## src/core/daq_regs_pkg.sv

```systemverilog
// Constants shared by the acquisition board register bank.
// Assumes byte-wide host I/O accesses on the single 250 MHz core clock.
package daq_regs_pkg;

   // Offsets from the switch-set I/O window origin.
   localparam logic [11:0] OFS_RESULT_LO     = 12'h000;
   localparam logic [11:0] OFS_RESULT_HI     = 12'h001;
   localparam logic [11:0] OFS_SCAN_LIMITS   = 12'h002;
   localparam logic [11:0] OFS_NIBBLE_DIO    = 12'h003;
   localparam logic [11:0] OFS_AOUT0_LO      = 12'h004;
   localparam logic [11:0] OFS_AOUT0_HI      = 12'h005;
   localparam logic [11:0] OFS_AOUT1_LO      = 12'h006;
   localparam logic [11:0] OFS_AOUT1_HI      = 12'h007;
   localparam logic [11:0] OFS_STATUS        = 12'h008;
   localparam logic [11:0] OFS_EXTERNAL_START_INPUT_CTRL     = 12'h009;
   localparam logic [11:0] OFS_BURST_PACING  = 12'h00A;
   localparam logic [11:0] OFS_GAIN          = 12'h00B;
   localparam logic [11:0] OFS_COUNTER0      = 12'h00C;
   localparam logic [11:0] OFS_COUNTER1      = 12'h00D;
   localparam logic [11:0] OFS_COUNTER2      = 12'h00E;
   localparam logic [11:0] OFS_COUNTER_CTRL  = 12'h00F;
   localparam logic [11:0] OFS_PORT_A        = 12'h400;
   localparam logic [11:0] OFS_PORT_B        = 12'h401;
   localparam logic [11:0] OFS_PORT_C        = 12'h402;
   localparam logic [11:0] OFS_PORT_CONFIG   = 12'h403;
   localparam logic [11:0] OFS_CONV_ENABLE   = 12'h404;
   localparam logic [11:0] OFS_BURST_ENABLE  = 12'h405;
   localparam logic [11:0] OFS_EXT_ENABLE    = 12'h406;
   localparam logic [11:0] OFS_EXT_STATUS    = 12'h407;

   // Field positions.
   localparam int STAT_BUSY_BIT     = 7;
   localparam int STAT_POLARITY_BIT = 6;
   localparam int STAT_MUX_BIT      = 5;
   localparam int STAT_INT_BIT      = 4;
   localparam int EXTERNAL_START_INPUT_INTE_BIT     = 7;
   localparam int PACING_GATE_BIT   = 0;

   // Start source codes held in the low two bits of the trigger control.
   typedef enum logic [1:0]
   {
      START_SOFT_A = 2'b00,
      START_SOFT_B = 2'b01,
      START_EDGE   = 2'b10,
      START_PACER  = 2'b11
   } start_sel_e;

   // Values after reset and fixed read values.
   localparam logic [7:0] RESET_BYTE   = 8'h00;
   localparam logic [3:0] RESET_NIBBLE = 4'h0;
   localparam logic [7:0] UNDEF_READ   = 8'h00;
   localparam logic [3:0] DIO_READ_TOP = 4'h0;

endpackage

```

## src/core/gp_input_if.sv

```systemverilog
// Carries the filtered general-purpose input levels between modules.
// Assumes both ends run on the same core clock.
interface gp_input_if;
   logic [3:0] level;
   logic       rise0;
   modport src (output level, output rise0);
   modport dst (input level, input rise0);
endinterface

```

## src/core/daq_host_register_interface.sv

```systemverilog
// Host register bank of the data acquisition board.
// Assumes a byte-wide host strobe bus and converter logic on i_clk.
module daq_host_register_interface
   import daq_regs_pkg::*;
#(
   parameter int RESULT_BITS       = 12,
   parameter int FIFO_DEPTH        = 4,
   parameter bit HAS_PARALLEL_PORT = 1'b1
)
(
   input  wire logic                   i_clk,
   input  wire logic                   i_resetn,
   input  wire logic [15:0]            i_io_window_origin,
   input  wire logic [15:0]            i_io_addr,
   input  wire logic                   i_io_wr,
   input  wire logic                   i_io_rd,
   input  wire logic [7:0]             i_io_wdata,
   output      logic [7:0]             o_io_rdata,
   output      logic                   o_io_rdata_oe,
   input  wire logic [3:0]             i_gp_inputs,
   input  wire logic                   i_pacer_tick,
   input  wire logic                   i_polarity_indication,
   input  wire logic                   i_single_ended,
   input  wire logic                   i_conv_done,
   input  wire logic [RESULT_BITS-1:0] i_conv_result,
   output      logic                   o_conv_start,
   output      logic [3:0]             o_conv_input,
   output      logic [3:0]             o_gp_outputs,
   output      logic                   o_counter_zero_gate,
   output      logic                   o_irq_request,
   output      logic [1:0]             o_gain_select,
   output      logic [11:0]            o_analog_out0,
   output      logic [11:0]            o_analog_out1
);

   localparam int PTR_W = $clog2(FIFO_DEPTH);

   if (RESULT_BITS != 12 && RESULT_BITS != 16)
   begin
      $error("RESULT_BITS must be 12 or 16");
   end
   if (FIFO_DEPTH < 2 || (FIFO_DEPTH & (FIFO_DEPTH - 1)) != 0)
   begin
      $error("FIFO_DEPTH must be a power of two of at least 2");
   end

   typedef struct packed
   {
      logic [FIFO_DEPTH-1:0][15:0] fifo_res;
      logic [FIFO_DEPTH-1:0][3:0]  fifo_src;
      logic [PTR_W-1:0]            wr_ptr;
      logic [PTR_W-1:0]            rd_ptr;
      logic [PTR_W:0]              count;
      logic [15:0]                 last_res;
      logic [3:0]                  last_src;
      logic                        busy;
      logic [3:0]                  conv_src;
      logic [3:0]                  cur_chan;
      logic [7:0]                  scan_limits;
      logic [7:0]                  external_start_input_ctrl;
      logic [7:0]                  pacing;
      logic [1:0]                  gain;
      logic [2:0][7:0]             counter_data;
      logic [7:0]                  counter_ctrl;
      logic [3:0]                  gp_out;
      logic [3:0]                  ao0_lo;
      logic [3:0]                  ao1_lo;
      logic [11:0]                 ao0;
      logic [11:0]                 ao1;
      logic [2:0][7:0]             port_data;
      logic [7:0]                  port_config;
      logic                        conv_en;
      logic                        burst_en;
      logic                        ext_en;
      logic                        int_flag;
      logic [7:0]                  rdata;
      logic                        rdata_oe;
      logic                        conv_start;
      logic                        cz_gate;
      logic                        irq;
   } regs_s;

   regs_s st_q;
   regs_s st_d;

   gp_input_if gp ();

   gp_input_filter u_filter
   (
      .i_clk    (i_clk),
      .i_resetn (i_resetn),
      .i_pins   (i_gp_inputs),
      .o_filt   (gp)
   );

   // Returns one for a mapped access and gives its offset in the window.
   function automatic logic decode(input logic [15:0] addr,
                                   input logic [15:0] origin,
                                   output logic [11:0] ofs);
      logic [15:0] diff;
      diff = addr - origin;
      ofs = diff[11:0];
      decode = 1'b0;
      if (diff[15:4] == 12'h000)
      begin
         decode = 1'b1;
      end
      else if (diff[15:3] == 13'h0080)
      begin
         decode = HAS_PARALLEL_PORT || diff[2];
      end
   endfunction

   function automatic logic [7:0] low_byte(input logic [15:0] res,
                                           input logic [3:0] src);
      if (RESULT_BITS == 12)
      begin
         low_byte = {res[3:0], src};
      end
      else
      begin
         low_byte = res[7:0];
      end
   endfunction

   function automatic logic [7:0] high_byte(input logic [15:0] res);
      if (RESULT_BITS == 12)
      begin
         high_byte = res[11:4];
      end
      else
      begin
         high_byte = res[15:8];
      end
   endfunction

   function automatic logic [3:0] next_chan(input logic [3:0] cur,
                                            input logic [7:0] lim);
      if (cur == lim[7:4])
      begin
         next_chan = lim[3:0];
      end
      else
      begin
         next_chan = cur + 4'h1;
      end
   endfunction

   logic        wr_hit;
   logic        rd_hit;
   logic [11:0] wr_ofs;
   logic [11:0] rd_ofs;
   logic        hw_start;
   logic        pacer_ok;
   logic        start;
   logic [15:0] done_res;

   always_comb
   begin
      wr_hit = i_io_wr && decode(i_io_addr, i_io_window_origin, wr_ofs);
      rd_hit = i_io_rd && decode(i_io_addr, i_io_window_origin, rd_ofs);
      // The pacer runs only while input 0 is high when gating is on.
      pacer_ok = i_pacer_tick &&
                 (!st_q.pacing[PACING_GATE_BIT] || gp.level[0]);
      hw_start = 1'b0;
      case (start_sel_e'(st_q.external_start_input_ctrl[1:0]))
         START_EDGE:  hw_start = gp.rise0;
         START_PACER: hw_start = pacer_ok;
         default:     hw_start = 1'b0;
      endcase
      start = (wr_hit && wr_ofs == OFS_RESULT_LO)
              || (st_q.conv_en && hw_start);
      done_res = 16'h0000;
      done_res[RESULT_BITS-1:0] = i_conv_result;
   end

   always_comb
   begin
      st_d = st_q;
      st_d.conv_start = 1'b0;
      st_d.rdata_oe = 1'b0;
      st_d.rdata = UNDEF_READ;

      // A start while busy is dropped; the input steps within the limits.
      if (start && !st_q.busy)
      begin
         st_d.conv_start = 1'b1;
         st_d.busy = 1'b1;
         st_d.conv_src = st_q.cur_chan;
         st_d.cur_chan = next_chan(st_q.cur_chan, st_q.scan_limits);
      end

      // A finished result enters the FIFO; a full FIFO drops it.
      if (i_conv_done && st_q.busy)
      begin
         st_d.busy = 1'b0;
         if (st_q.count != (PTR_W + 1)'(FIFO_DEPTH))
         begin
            st_d.fifo_res[st_q.wr_ptr] = done_res;
            st_d.fifo_src[st_q.wr_ptr] = st_q.conv_src;
            st_d.wr_ptr = st_q.wr_ptr + 1'b1;
            st_d.count = st_d.count + 1'b1;
         end
      end

      // Reads answer one cycle later on the driven data bus.
      if (rd_hit)
      begin
         st_d.rdata_oe = 1'b1;
         case (rd_ofs)
            OFS_RESULT_LO:
            begin
               // Popping latches the whole entry so offset one matches.
               if (st_q.count != '0)
               begin
                  st_d.last_res = st_q.fifo_res[st_q.rd_ptr];
                  st_d.last_src = st_q.fifo_src[st_q.rd_ptr];
                  st_d.rd_ptr = st_q.rd_ptr + 1'b1;
                  st_d.count = st_d.count - 1'b1;
               end
               st_d.rdata = low_byte(st_d.last_res, st_d.last_src);
            end
            OFS_RESULT_HI:    st_d.rdata = high_byte(st_q.last_res);
            OFS_SCAN_LIMITS:  st_d.rdata = st_q.scan_limits;
            OFS_NIBBLE_DIO:   st_d.rdata = {DIO_READ_TOP, gp.level};
            OFS_STATUS:
            begin
               st_d.rdata = {st_q.busy, i_polarity_indication,
                             i_single_ended, st_q.int_flag,
                             st_q.cur_chan};
            end
            OFS_EXTERNAL_START_INPUT_CTRL:    st_d.rdata = st_q.external_start_input_ctrl;
            OFS_GAIN:         st_d.rdata = {6'h00, st_q.gain};
            OFS_COUNTER0:     st_d.rdata = st_q.counter_data[0];
            OFS_COUNTER1:     st_d.rdata = st_q.counter_data[1];
            OFS_COUNTER2:     st_d.rdata = st_q.counter_data[2];
            OFS_PORT_A:       st_d.rdata = st_q.port_data[0];
            OFS_PORT_B:       st_d.rdata = st_q.port_data[1];
            OFS_PORT_C:       st_d.rdata = st_q.port_data[2];
            OFS_EXT_STATUS:
            begin
               st_d.rdata = {5'h00, st_q.ext_en, st_q.burst_en,
                             st_q.conv_en};
            end
            // Write-only locations answer with a fixed byte.
            default:          st_d.rdata = UNDEF_READ;
         endcase
      end

      if (wr_hit)
      begin
         case (wr_ofs)
            OFS_SCAN_LIMITS:
            begin
               st_d.scan_limits = i_io_wdata;
               st_d.cur_chan = i_io_wdata[3:0];
               st_d.wr_ptr = '0;
               st_d.rd_ptr = '0;
               st_d.count = '0;
            end
            OFS_NIBBLE_DIO:   st_d.gp_out = i_io_wdata[3:0];
            OFS_AOUT0_LO:     st_d.ao0_lo = i_io_wdata[7:4];
            OFS_AOUT0_HI:     st_d.ao0 = {i_io_wdata, st_q.ao0_lo};
            OFS_AOUT1_LO:     st_d.ao1_lo = i_io_wdata[7:4];
            OFS_AOUT1_HI:     st_d.ao1 = {i_io_wdata, st_q.ao1_lo};
            OFS_EXTERNAL_START_INPUT_CTRL:    st_d.external_start_input_ctrl = i_io_wdata;
            OFS_BURST_PACING: st_d.pacing = i_io_wdata;
            OFS_GAIN:         st_d.gain = i_io_wdata[1:0];
            OFS_COUNTER0:     st_d.counter_data[0] = i_io_wdata;
            OFS_COUNTER1:     st_d.counter_data[1] = i_io_wdata;
            OFS_COUNTER2:     st_d.counter_data[2] = i_io_wdata;
            OFS_COUNTER_CTRL: st_d.counter_ctrl = i_io_wdata;
            OFS_PORT_A:       st_d.port_data[0] = i_io_wdata;
            OFS_PORT_B:       st_d.port_data[1] = i_io_wdata;
            OFS_PORT_C:       st_d.port_data[2] = i_io_wdata;
            OFS_PORT_CONFIG:  st_d.port_config = i_io_wdata;
            OFS_CONV_ENABLE:  st_d.conv_en = i_io_wdata[0];
            OFS_BURST_ENABLE: st_d.burst_en = i_io_wdata[0];
            OFS_EXT_ENABLE:   st_d.ext_en = i_io_wdata[0];
            default:          st_d.gp_out = st_d.gp_out;
         endcase
      end

      // A completion in the same cycle as the clear keeps the flag set.
      if (wr_hit && wr_ofs == OFS_STATUS)
      begin
         st_d.int_flag = 1'b0;
      end
      if (i_conv_done && st_q.busy && st_q.external_start_input_ctrl[EXTERNAL_START_INPUT_INTE_BIT])
      begin
         st_d.int_flag = 1'b1;
      end

      st_d.irq = st_d.int_flag;
      st_d.cz_gate = gp.level[2];
   end

   always_ff @(posedge i_clk)
   begin
      if (!i_resetn)
      begin
         st_q <= '0;
      end
      else
      begin
         st_q <= st_d;
      end
   end

   assign o_io_rdata          = st_q.rdata;
   assign o_io_rdata_oe       = st_q.rdata_oe;
   assign o_conv_start        = st_q.conv_start;
   assign o_conv_input        = st_q.conv_src;
   assign o_gp_outputs        = st_q.gp_out;
   assign o_counter_zero_gate = st_q.cz_gate;
   assign o_irq_request       = st_q.irq;
   assign o_gain_select       = st_q.gain;
   assign o_analog_out0       = st_q.ao0;
   assign o_analog_out1       = st_q.ao1;

endmodule

```

## src/core/gp_input_filter.sv

```systemverilog
// Three-stage pin filter for the four general-purpose inputs.
// Assumes the pins are asynchronous to i_clk.
module gp_input_filter
   import daq_regs_pkg::*;
(
   input  wire logic       i_clk,
   input  wire logic       i_resetn,
   input  wire logic [3:0] i_pins,
   gp_input_if.src         o_filt
);

   typedef struct packed
   {
      logic [3:0] s1;
      logic [3:0] s2;
      logic [3:0] s3;
      logic [3:0] level;
      logic       rise0;
   } filt_s;

   filt_s st_q;
   filt_s st_d;

   always_comb
   begin
      st_d = st_q;
      st_d.s1 = i_pins;
      st_d.s2 = st_q.s1;
      st_d.s3 = st_q.s2;
      st_d.rise0 = 1'b0;
      // A level counts once the second and third stages agree.
      for (int b = 0; b < 4; b++)
      begin
         if (st_q.s2[b] == st_q.s3[b])
         begin
            st_d.level[b] = st_q.s3[b];
         end
      end
      st_d.rise0 = st_d.level[0] & ~st_q.level[0];
   end

   always_ff @(posedge i_clk)
   begin
      if (!i_resetn)
      begin
         st_q <= '0;
      end
      else
      begin
         st_q <= st_d;
      end
   end

   assign o_filt.level = st_q.level;
   assign o_filt.rise0 = st_q.rise0;

endmodule

```

## config.mk

```make
export PLATFORM = sky130hd
export DESIGN_NAME = daq_host_register_interface
export DESIGN_NICKNAME = d
export VERILOG_FILES = /design/src/core/daq_regs_pkg.sv /design/src/core/gp_input_if.sv /design/src/core/daq_host_register_interface.sv /design/src/core/gp_input_filter.sv
export SDC_FILE = /design/constraint.sdc
export NUM_CORES = 1
export LEC_CHECK = 0
export BUFFER_PORTS_ARGS = -buffer_cell sky130_fd_sc_hd__buf_2
export CAP_MARGIN = 30
export CORE_MARGIN = 2
export CORE_UTILIZATION = 40
export DETAILED_ROUTE_END_ITERATION = 10
export SYNTH_ARGS = -nofsm -noshare
export SYNTH_HDL_FRONTEND = slang
export SYNTH_SLANG_ARGS = --single-unit
```

## constraint.sdc

```tcl
create_clock -name i_clk -period 3.2 [get_ports i_clk]
set_clock_uncertainty 0.05 [all_clocks]
set_input_delay 0 -clock i_clk [delete_from_list [all_inputs] [get_ports i_clk]]
set_output_delay 0 -clock i_clk [all_outputs]
set_load 0.1 [all_outputs]
```

==> run_results.csv, run 1 <==
group,metric,value,unit
outcome,run_status,"completed",
route,wl_per_cell,17.0,um
cells_and_area,nNetsFinal,1528,
power_and_ir_drop,p_comb_share,9.8,%
sta,relSlewSlack,49.8,%
sta,finalHoldViolCount,0,
route,drtPass1Iterations,5,
sta,fin_crit,2.80,ns
logic_synthesis,ys_seq_elements,231,
floorplanning,fp.coreArea,27700,sq um
logic_synthesis,ys_top_cells_by_area,"dfxtp_1 41%, mux2i_1 8.3%, nand2_1 8.3%, a21oi_1 5.9%, nor2_1 4.0%",
logic_synthesis,synth_cell_types,71,
cells_and_area,regArea,4620,sq um
logic_synthesis,syn_area_per_cell,8.60,sq um
clocking,clock_sinks,231,
placed_design,dpl.cell_count,1756,
cells_and_area,postLayoutCoreUtil,48.9,%
worst_setup_path,cp_top_family,"compound AO/OA/AOI/OAI gates",
worst_setup_path,cp_common_cell,"nand3_1",
logic_synthesis,synth_top_cell_by_area,"dfxtp_1",
worst_setup_path,critical_path_class,"in2reg",
route,drtIter0Drc,756,
worst_setup_path,cp.required,3.53,ns
logic_synthesis,synth_area,11200,sq um
worst_setup_path,arrival,3.13,ns
clocking,cts_buffers,26,
cells_and_area,n_antenna_cell,0,
logic_synthesis,ys_seq_area_share,41.2,%
clocking,clk_latency,0.52,ns
power_and_ir_drop,p_leak,5.55,nW
power_and_ir_drop,internal_power,5.05,mW
placed_design,port_buffers,109,
floorplanning,start_util,40.6,%
clocking,cts_root_buf,"clkbuf_16",
logic_synthesis,synth_cells,1306,
floorplanning,die_h,172,um
worst_setup_path,max_stage_delay,0.50,ns
global_route,grt_overflow_total,0,
worst_setup_path,start_kind,"input port",
power_and_ir_drop,switching_share,24.3,%
global_route,grt_max_degree,96,
sta,setup_tns,0,ns
power_and_ir_drop,power.total,6.68,mW
floorplanning,num_rows,61,
power_and_ir_drop,seqPwrFrac,43.2,%
sta,max_freq,357,MHz
worst_setup_path,path_cells,"buf_2, ha_1, fa_1, nor2b_1, buf_4, o2111ai_2, a32oi_1, nand3_1, nand3_1, nor4_4, and2_1, a22o_1, a2111oi_0, a31oi_1",
worst_setup_path,end_kind,"flop",
worst_setup_path,crit_slowest_cell,"a2111oi_0",
clocking,path_clk_slew,0.07,ns
sta,rsz0062_at_grt,"false",
placed_design,gp_congestion,0.958,
logic_synthesis,ys.flop_type,"dfxtp_1",
placed_design,dp_hpwl,21.8,mm
logic_synthesis,synth_top_area_share,41.2,%
global_route,antenna_found_initial,0,
worst_setup_path,timing.critical_path.buf_inv,2,
logic_synthesis,synth-edff-count,0,
route,vias_per_cell,5.23,
worst_hold_path,holdCritPathClass,"in2reg",
floorplanning,die-area,29500,sq um
power_and_ir_drop,ir_worst_vdd,0.383,mV
power_and_ir_drop,power_density,492,nW/um^2
global_route,grt_pass1_vias,9268,
global_route,grt_pass1_wl,49.6,mm
clocking,cts_tree,"built",
logic_synthesis,async_flop_share,0,%
clocking,h-tree-depth,1,
route,drt-total-wl,31.2,mm
power_and_ir_drop,p_switching,1.62,mW
global_route,grt_use_total,21.1,%
cells_and_area,syn2layout_area_growth,20.7,%
cells_and_area,final_cells,1838,
cells_and_area,drive_gt1_share,20.1,%
cells_and_area,multi_input_area,5790,sq um
worst_setup_path,worstPathMaxFanout,5,
sta,final.period_utilization,87.6,%
job,drv_cap,0,
power_and_ir_drop,power.share.clock,47.0,%
cells_and_area,n_fill_cell,2666,
route,drc,0,
clocking,max-clock-path-buffers,3,
floorplanning,die_w,172,um
logic_synthesis,syn-num-nets,1394,
route,ant_nets,0,
sta,tightest_slew,0.753,ns
floorplanning,ioPinCount,110,
sta,setup_viol_count_final,0,
logic_synthesis,yosysWarningCount,0,
sta,slew_viol_final,0,
route,dr_total_vias,9612,
==> repair_timing <==
| action | 4_1_cts | 5_1_grt |
|---|---|---|
| endpoints found under the hold margin | 169 | 0 |
| hold buffers | 34 | 0 |
| gates resized for setup | 0 | 0 |
| setup buffers | 0 | 0 |
==> cell usage after synthesis, types with 4 or more instances <==
master and instances:
mux2_2 13, nor2_1 120, a21oi_1 132, mux2i_1 93, nor2b_1 9, a32oi_1 5, a221oi_1 10, nor3b_1 4
and3_1 13, buf_2 16, and2_1 29, buf_4 52, o21ai_0 27, a31oi_1 9, a21o_1 8, a211oi_1 6
nor3_1 8, mux4_2 16, nand3_1 41, xor2_1 5, inv_1 33, nand2_1 247, nand4_1 7, clkbuf_1 54
a22o_1 10, xnor2_1 13, dfxtp_1 231, ha_1 23, o211ai_1 4
==> final cells by class <==
cell class | instances | share of cell area, %
Timing Repair Buffer | 231 | 12.0
Tap cell | 378 | 3.49
Multi-Input combinational cell | 916 | 42.7
Sequential cell | 231 | 34.1
Clock inverter | 14 | 1.25
Clock buffer | 34 | 5.55
Inverter | 34 | 0.978
==> worst reg2reg max path, cell delays in order, from the launching register on <==
cell and delay, ns:
dfxtp_1 0.37, inv_1 0.06, ha_1 0.22, nand2b_1 0.39, mux2_2 0.45, a221oi_1 0.29
o21ai_0 0.15, a221oi_1 0.27, a31oi_1 0.17
==> stage by stage <==
| stage | hold slack [ns] | area [sq um] | setup slack [ns] |
|---|---|---|---|
| floorplan | 0.0773 | 11200 | 0.103 |
| global placement | 0.158 | 12300 | -0.106 |
| detailed placement | 0.160 | 12300 | -0.0977 |
| CTS | 0.0253 | 13600 | 0.424 |
| global route | 0.0485 | 13600 | 0.130 |
| finish | 0.0276 | 13600 | 0.396 |
==> flip-flops by register name, indices dropped and copies added (netlist names) <==
signal and count:
o_analog_out1 12, u_filter.o_filt.level 4, o_conv_start 1, u_filter.o_filt.rise0 1, o_gp_outputs 4, o_conv_input 4, o_io_rdata 8, o_gain_select 2
u_filter.st_d 8, u_filter.st_q 4, o_io_rdata_oe 1, o_analog_out0 12, o_irq_request 1, o_counter_zero_gate 1, st_q 168
==> power by group through the flow <==
stage | clock, mW | combinational, mW | sequential (mW)
floorplan | 0 | 0.354 | 2.95
global placement | 0 | 0.611 | 2.95
detailed placement | 0 | 0.611 | 2.95
CTS | 3.19 | 0.647 | 2.88
global route | 3.33 | 0.708 | 2.88
finish | 3.14 | 0.653 | 2.88
==> layer usage <==
layer / vias to the layer above / wire length [um] / global-route usage [%]
li1: 4736 / - / -
met1: 4538 / 14100 / 28.1
met2: 289 / 14700 / 36.3
met3: 49 / 1760 / 2.58
met4: 0 / 597 / 4.90
met5: - / 0 / 0
==> path summary, 6_finish.rpt <==
kind / start / to / slack (ns) / depth (start not counted)
setup / recovery: i_io_window_origin[0] / o_io_rdata[0]$_SDFF_PN0_ / 0.40 / 14
hold / removal: i_io_addr[14] / o_io_rdata_oe$_SDFF_PN0_ / 0.03 / 5
setup reg to reg: st_q[171]$_SDFF_PN0_ / o_io_rdata[2]$_SDFF_PN0_ / 0.66 / 8
hold reg to reg: u_filter.st_d[10]$_SDFF_PN0_ / u_filter.st_d[6]$_SDFF_PN0_ / 0.38 / 1
==> logic make-up after synthesis <==
kind of cell,Yosys count,synth area share [%]
simple gates,504,20.5
compound gates,248,14.1
flops,231,41.2
buf+inv,159,7.36
mux,122,12.8
fa+ha+maj,24,2.74
xor+xnor,18,1.40
==> cells in the final DEF (no fill, tap or decap), types with 4 or more instances in the layout <==
cell type      instances
nand2_1              247
dfxtp_1              231
a21oi_1              132
nor2_1               120
buf_2                109
mux2i_1               93
buf_4                 82
nand3_1               41
dlygate4sd3_1         34
inv_1                 33
and2_1                29
o21ai_0               27
clkbuf_16             27
ha_1                  23
mux4_2                16
xnor2_1               13
and3_1                13
mux2_2                13
a22o_1                10
a221oi_1              10
nor2b_1                9
a31oi_1                9
a21o_1                 8
nor3_1                 8
nand4_1                7
a211oi_1               6
buf_12                 6
xor2_1                 5
a32oi_1                5
clkinvlp_4             5
clkbuf_8               5
inv_6                  4
nor3b_1                4
o211ai_1               4
No activity file was read; power rests on OpenSTA's default activity.
==> run 2, diff against run 1 <==
clock period = 3 ns   (was 3.2 ns; I/O delays follow)
==> run_results.csv, run 2 (synthesis gave the netlist of run 1 again) <==
group,metric,value,unit
global_route,grt_use_total,20.7,%
cells_and_area,drive_gt1_share,20.3,%
worst_setup_path,start_kind,"input port",
floorplanning,die_w,172,um
sta,relSlewSlack,36.3,%
worst_hold_path,holdCritPathClass,"in2reg",
sta,max_freq,368,MHz
placed_design,dpl.cell_count,1763,
cells_and_area,n_antenna_cell,0,
clocking,cts_buffers,25,
floorplanning,ioPinCount,110,
cells_and_area,largest_register,"st_q",
route,ant_nets,0,
clocking,max-clock-path-buffers,3,
global_route,grt_pass1_wl,48.6,mm
floorplanning,num_rows,61,
sta,final.period_utilization,90.6,%
cells_and_area,postLayoutCellArea,13500,sq um
worst_setup_path,cp_top_family,"simple AND/OR/NAND/NOR gates",
global_route,grt_overflow_total,0,
cells_and_area,final_cell_mix,"247 x nand2_1, 231 x dfxtp_1, 132 x a21oi_1",
clocking,clock_sinks,231,
placed_design,dp_hpwl,21.5,mm
cells_and_area,postLayoutCoreUtil,48.8,%
route,drc,0,
sta,fin_crit,2.72,ns
route,drtIter0Drc,701,
clocking,cts_tree,"built",
floorplanning,die_h,172,um
route,wl_per_cell,16.8,um
worst_setup_path,cp_common_cell,"buf_4",
worst_setup_path,crit_slowest_cell,"fa_2",
worst_setup_path,worstPathMaxFanout,5,
floorplanning,die-area,29500,sq um
clocking,h-tree-depth,1,
sta,tightest_slew,0.956,ns
global_route,grt_max_degree,125,
floorplanning,fp.coreArea,27700,sq um
worst_setup_path,arrival,3.10,ns
worst_setup_path,critical_path_class,"in2reg",
global_route,grt_pass1_vias,8991,
route,drtPass1Iterations,5,
placed_design,port_buffers,109,
sta,setup_viol_count_final,0,
global_route,antenna_found_initial,0,
power_and_ir_drop,power_density,504,nW/um^2
clocking,path_clk_slew,0.06,ns
clocking,cts_root_buf,"clkbuf_16",
sta,rsz0062_at_grt,"false",
worst_setup_path,cp.required,3.38,ns
power_and_ir_drop,p_leak,5.55,nW
sta,finalHoldViolCount,0,
worst_setup_path,timing.critical_path.buf_inv,3,
floorplanning,start_util,40.6,%
cells_and_area,layout_commonest_cell,"nand2_1",
cells_and_area,syn2layout_area_growth,20.4,%
worst_setup_path,path_cells,"buf_2, ha_1, fa_2, nor2b_2, buf_4, o2111ai_2, a32oi_1, nand3_2, nand3b_1, nor4_4, and2_0, buf_4, o2bb2ai_1, a221oi_1, a41oi_1",
sta,slew_viol_final,0,
cells_and_area,final_cells,1843,
cells_and_area,largest_register_ffs,168,
route,drt-total-wl,30.9,mm
worst_setup_path,end_kind,"flop",
cells_and_area,nNetsFinal,1534,
route,dr_total_vias,9651,
clocking,clk_latency,0.53,ns
outcome,run_status,"completed",
power_and_ir_drop,power.total,6.82,mW
placed_design,postPlaceCellArea,12400,sq um
route,vias_per_cell,5.24,
power_and_ir_drop,ir_worst_vdd,0.351,mV
job,drv_cap,0,
clocking,post_cts_buffers,0,
placed_design,gp_congestion,0.913,
worst_setup_path,max_stage_delay,0.36,ns
run 2: cell count changes in the layout (fill, tap and decap cells not counted), moves of 2 or more:
cell | before | now
buf_4 | 82 | 88
clkbuf_1 | 2 | 5
clkinvlp_4 | 5 | 2
bufinv_16 | 3 | 1
clkbuf_16 | 27 | 25
clkinv_4 | 0 | 2
inv_6 | 4 | 2
run 2: cell type report:
| cell class | instances | area (sq um) |
|---|---|---|
| clock buffers | 36 | 727 |
| inverters | 34 | 133 |
| clock inverters | 10 | 91.3 |
| repair buffers | 238 | 1690 |
| fillers | 2680 | 14200 |
| multi-input cells | 916 | 5800 |
| flip-flops and latches | 231 | 4620 |
| well taps | 378 | 473 |
run 2: routing by layer:
metal  global-route usage [%]  wire length, um  up-vias
met4                     7.30              981        0
met2                     34.3            14200      287
met3                     2.76             1630       72
li1                         -                -     4737
met1                     27.7            14100     4555
met5                        0                0        -
run 2: path summary, 6_finish.rpt:
kind | to | slack [ns] | startpoint | depth (start not counted)
worst min-delay path | o_io_rdata_oe$_SDFF_PN0_ | 0.14 | i_io_addr[14] | 6
worst min register to register | u_filter.st_d[6]$_SDFF_PN0_ | 0.38 | u_filter.st_d[10]$_SDFF_PN0_ | 1
worst max-delay path | o_io_rdata[1]$_SDFF_PN0_ | 0.28 | i_io_window_origin[0] | 15
worst max register to register | o_io_rdata[0]$_SDFF_PN0_ | 0.44 | st_q[175]$_SDFF_PN0_ | 6
run 2: what timing repair did:
| item | in CTS | in global routing |
|---|---|---|
| resized for setup | 0 | 0 |
| hold endpoints to repair | 169 | 0 |
| setup endpoints to repair | 0 | 0 |
| hold buffers | 34 | 0 |
run 2: tightest hold or removal path, stage by stage:
cell and delay (ns):
buf_2 0.07, ha_1 0.20, xnor2_1 0.11, buf_4 0.13, nand3_1 0.07, nor3_1 0.07
run 2: stage by stage:
step	worst slack (ns)	hold slack, ns	setup TNS (ns)
6_report	0.281	0.139	0
5_1_grt	0.0792	0.176	0
4_1_cts	0.316	0.135	0
3_5_place_dp	-0.209	0.163	-12.68
3_3_place_gp	-0.236	0.159	-7.17
2_1_floorplan	0.00758	0.0773	0
run 2: power by group:
| part | leakage (nW) | internal, mW | total [mW] | switching [mW] |
|---|---|---|---|---|
| Sequential | 1.86 | 3.07 | 3.08 | 0.00242 |
| Clock | 0.400 | 1.78 | 3.04 | 1.27 |
| Combinational | 3.29 | 0.289 | 0.702 | 0.413 |
| Total | 5.55 | 5.14 | 6.82 | 1.68 |
==> run 3, diff against run 2 <==
ABC_AREA = 1   (was not set)
PLACE_DENSITY = 0.59   (was not set)
==> run_results.csv, run 3 <==
group,metric,value,unit
sta,setup_viol_count_final,0,
floorplanning,start_util,40.7,%
floorplanning,die-area,30700,sq um
clocking,h-tree-depth,1,
global_route,grt_pass1_wl,55.2,mm
power_and_ir_drop,power.total,6.85,mW
worst_setup_path,end_kind,"flop",
cells_and_area,largest_register,"st_q",
worst_setup_path,crit_slowest_cell,"dlygate4sd3_1",
clocking,path_clk_slew,0.06,ns
floorplanning,ioPinCount,110,
cells_and_area,layout_commonest_cell,"nand2_1",
worst_setup_path,cp_common_cell,"nand2_1",
power_and_ir_drop,ir_worst_vdd,0.492,mV
logic_synthesis,synth_most_common_cell,"nand2_1",
logic_synthesis,synth-edff-count,0,
logic_synthesis,yosysWarningCount,0,
logic_synthesis,syn-num-nets,1816,
logic_synthesis,syn_area_per_cell,6.78,sq um
outcome,run_status,"completed",
placed_design,post-place-ws,-0.00183,ns
worst_setup_path,critical_path_class,"in2reg",
cells_and_area,syn2layout_area_growth,16.6,%
worst_hold_path,holdPathEnd,"st_q[118]$_SDFFE_PN0P_",
logic_synthesis,ys_seq_elements,231,
sta,tightest_slew,0.863,ns
worst_setup_path,arrival,3.22,ns
sta,relSlewSlack,42.3,%
cells_and_area,largest_register_ffs,168,
cells_and_area,postLayoutCoreUtil,47.5,%
global_route,antenna_found_initial,0,
clocking,clock_sinks,231,
worst_hold_path,holdCritPathClass,"in2reg",
worst_hold_path,hold_start,"i_resetn",
clocking,cts_tree,"built",
floorplanning,num_rows,62,
logic_synthesis,synth_top_cells_by_count,"376 x nand2_1, 231 x dfxtp_1, 203 x nor2_1, 179 x a21oi_1, 165 x inv_1",
placed_design,dp_hpwl,23.7,mm
logic_synthesis,ys_top_cells_by_area,"dfxtp_1 39%, nand2_1 12%, a21oi_1 7.6%, nand3_1 6.7%, nor2_1 6.5%",
global_route,grt_max_degree,58,
logic_synthesis,synth_top_area_share,39.5,%
worst_setup_path,cp.required,3.42,ns
sta,final.period_utilization,93.1,%
power_and_ir_drop,power_density,501,nW/um^2
logic_synthesis,synth_cells,1728,
worst_hold_path,min_path_cells,3,
sta,setup_slack,0.208,ns
power_and_ir_drop,p_leak,5.70,nW
cells_and_area,final_cell_mix,"375 x nand2_1, 231 x dfxtp_1, 197 x nor2_1",
route,wl_per_cell,15.3,um
global_route,grt_pass1_vias,10500,
worst_setup_path,path_cells,"buf_2, ha_1, fa_1, inv_1, nand3_1, nand3_1, nand2_1, nand2_1, nand2_1, nor2_4, buf_4, nand2_2, nor2_2, nand2_1, nand2_1, nor2_1, nand3_1, nand2_1, dlygate4sd3_1, inv_1",
sta,hold_ws,0.00663,ns
route,dr_total_vias,11300,
clocking,cts_buffers,26,
cells_and_area,drive_gt1_share,14.2,%
placed_design,postPlaceCellArea,12400,sq um
route,drtIter0Drc,849,
worst_setup_path,worstPathMaxFanout,7,
clocking,cts_root_buf,"clkbuf_16",
logic_synthesis,synth_area,11700,sq um
worst_setup_path,rr_worst_depth,13,
floorplanning,die_h,175,um
sta,setup_tns,0,ns
placed_design,gp_congestion,0.908,
clocking,max-clock-path-buffers,3,
sta,max_freq,358,MHz
cells_and_area,final_cells,2223,
logic_synthesis,synth_cell_types,43,
route,drc,0,
logic_synthesis,ys_seq_area_share,39.5,%
worst_setup_path,start_kind,"input port",
cells_and_area,postLayoutCellArea,13700,sq um
floorplanning,die_w,175,um
job,drv_cap,0,
worst_setup_path,max_stage_delay,0.55,ns
clocking,clk_latency,0.53,ns
route,drtPass1Iterations,5,
route,drt-total-wl,34.0,mm
sta,fin_crit,2.79,ns
logic_synthesis,async_flop_share,0,%
logic_synthesis,ys.flop_type,"dfxtp_1",
cells_and_area,n_antenna_cell,0,
route,vias_per_cell,5.06,
route,ant_nets,0,
worst_setup_path,timing.rr.start,"st_q[171]$_SDFF_PN0_",
worst_setup_path,rr_endpoint,"o_io_rdata[6]$_SDFF_PN0_",
floorplanning,fp.coreArea,28800,sq um
cells_and_area,nNetsFinal,1912,
logic_synthesis,synth_top_cell_by_area,"dfxtp_1",
sta,finalHoldViolCount,0,
sta,slew_viol_final,0,
worst_setup_path,r2r_slack,0.24,ns
global_route,grt_use_total,21.9,%
placed_design,dpl.cell_count,2138,
placed_design,port_buffers,109,
global_route,grt_overflow_total,0,
-- run 3: cell count changes after synthesis, moves of 12 or more --
cell,delta
inv_1,+132
nand2_1,+129
nand3_1,+116
o21ai_0,+108
mux2i_1,-92
nor2_1,+83
a21oi_1,+47
and2_1,-28
mux4_2,-16
inv_2,+14
mux2_2,-13
nand2_2,+13
and3_1,-12
-- run 3: kinds of logic after synthesis --
family | after synthesis | share of synthesized area, %
DFF | 231 | 39.5
muxes | 1 | 0.0854
AOI/OAI and AO/OA | 349 | 15.3
xor gates and xnor gates | 13 | 0.972
and+or+nand+nor | 808 | 29.9
buffers and inverters | 302 | 11.6
adders and majority gates | 24 | 2.63
-- run 3: report_power, final --
part | switching [mW] | total [mW] | internal [mW]
logic | 0.405 | 0.606 | 0.200
registers | 0.00265 | 3.08 | 3.07
clock network | 1.24 | 3.16 | 1.92
total | 1.65 | 6.85 | 5.20
-- run 3: cell type report --
cell class | instances | area (sq um)
Fill cell | 3022 | 15100
Sequential cell | 231 | 4620
Multi-Input combinational cell | 1195 | 5800
Tap cell | 384 | 480
Inverter | 182 | 683
Clock inverter | 4 | 72.6
Clock buffer | 39 | 771
Timing Repair Buffer | 188 | 1230
-- run 3: critical path, delay by kind of cell --
| family | cells | cell delay [ns] |
|---|---|---|
| buf+inv | 5 | 0.97 |
| fa+ha+maj | 2 | 0.62 |
| simple gates | 13 | 1.61 |
-- run 3: worst max path at each step --
| stage | start | endpoint | slack, ns | cells past startpoint |
|---|---|---|---|---|
| 4_1_cts | i_io_window_origin[0] | o_io_rdata[6]$_SDFF_PN0_ | 0.1 | 22 |
| 2_1_floorplan | i_io_addr[0] | st_q[92]$_SDFFE_PN0P_ | 0.60 | 20 |
| 3_5_place_dp | i_io_window_origin[0] | st_q[92]$_SDFFE_PN0P_ | -0.002 | 19 |
| 5_1_grt | i_io_window_origin[0] | o_io_rdata[6]$_SDFF_PN0_ | -0.003 | 20 |
| 6_report | i_io_window_origin[0] | o_io_rdata[5]$_SDFF_PN0_ | 0.21 | 20 |
| 3_3_place_gp | i_io_window_origin[0] | st_q[99]$_SDFFE_PN0P_ | 0.06 | 18 |
-- run 3: timing repair --
| action | CTS | global route |
|---|---|---|
| endpoints found under the hold margin | 171 | 0 |
| resized for setup | 0 | 19 |
| hold buffers | 31 | 0 |
| endpoints found under the setup margin | 0 | 2 |
| buffers inserted | 0 | 11 |
-- run 3: routing by layer --
layer	track usage (%)	share of wire (%)	wire, um	vias up
met4	6.74	2.8	959	0
met1	29.4	46	15700	5210
met5	0	0	0	-
met3	2.46	4.4	1500	47
li1	-	-	-	5736
met2	36.7	47	15800	260
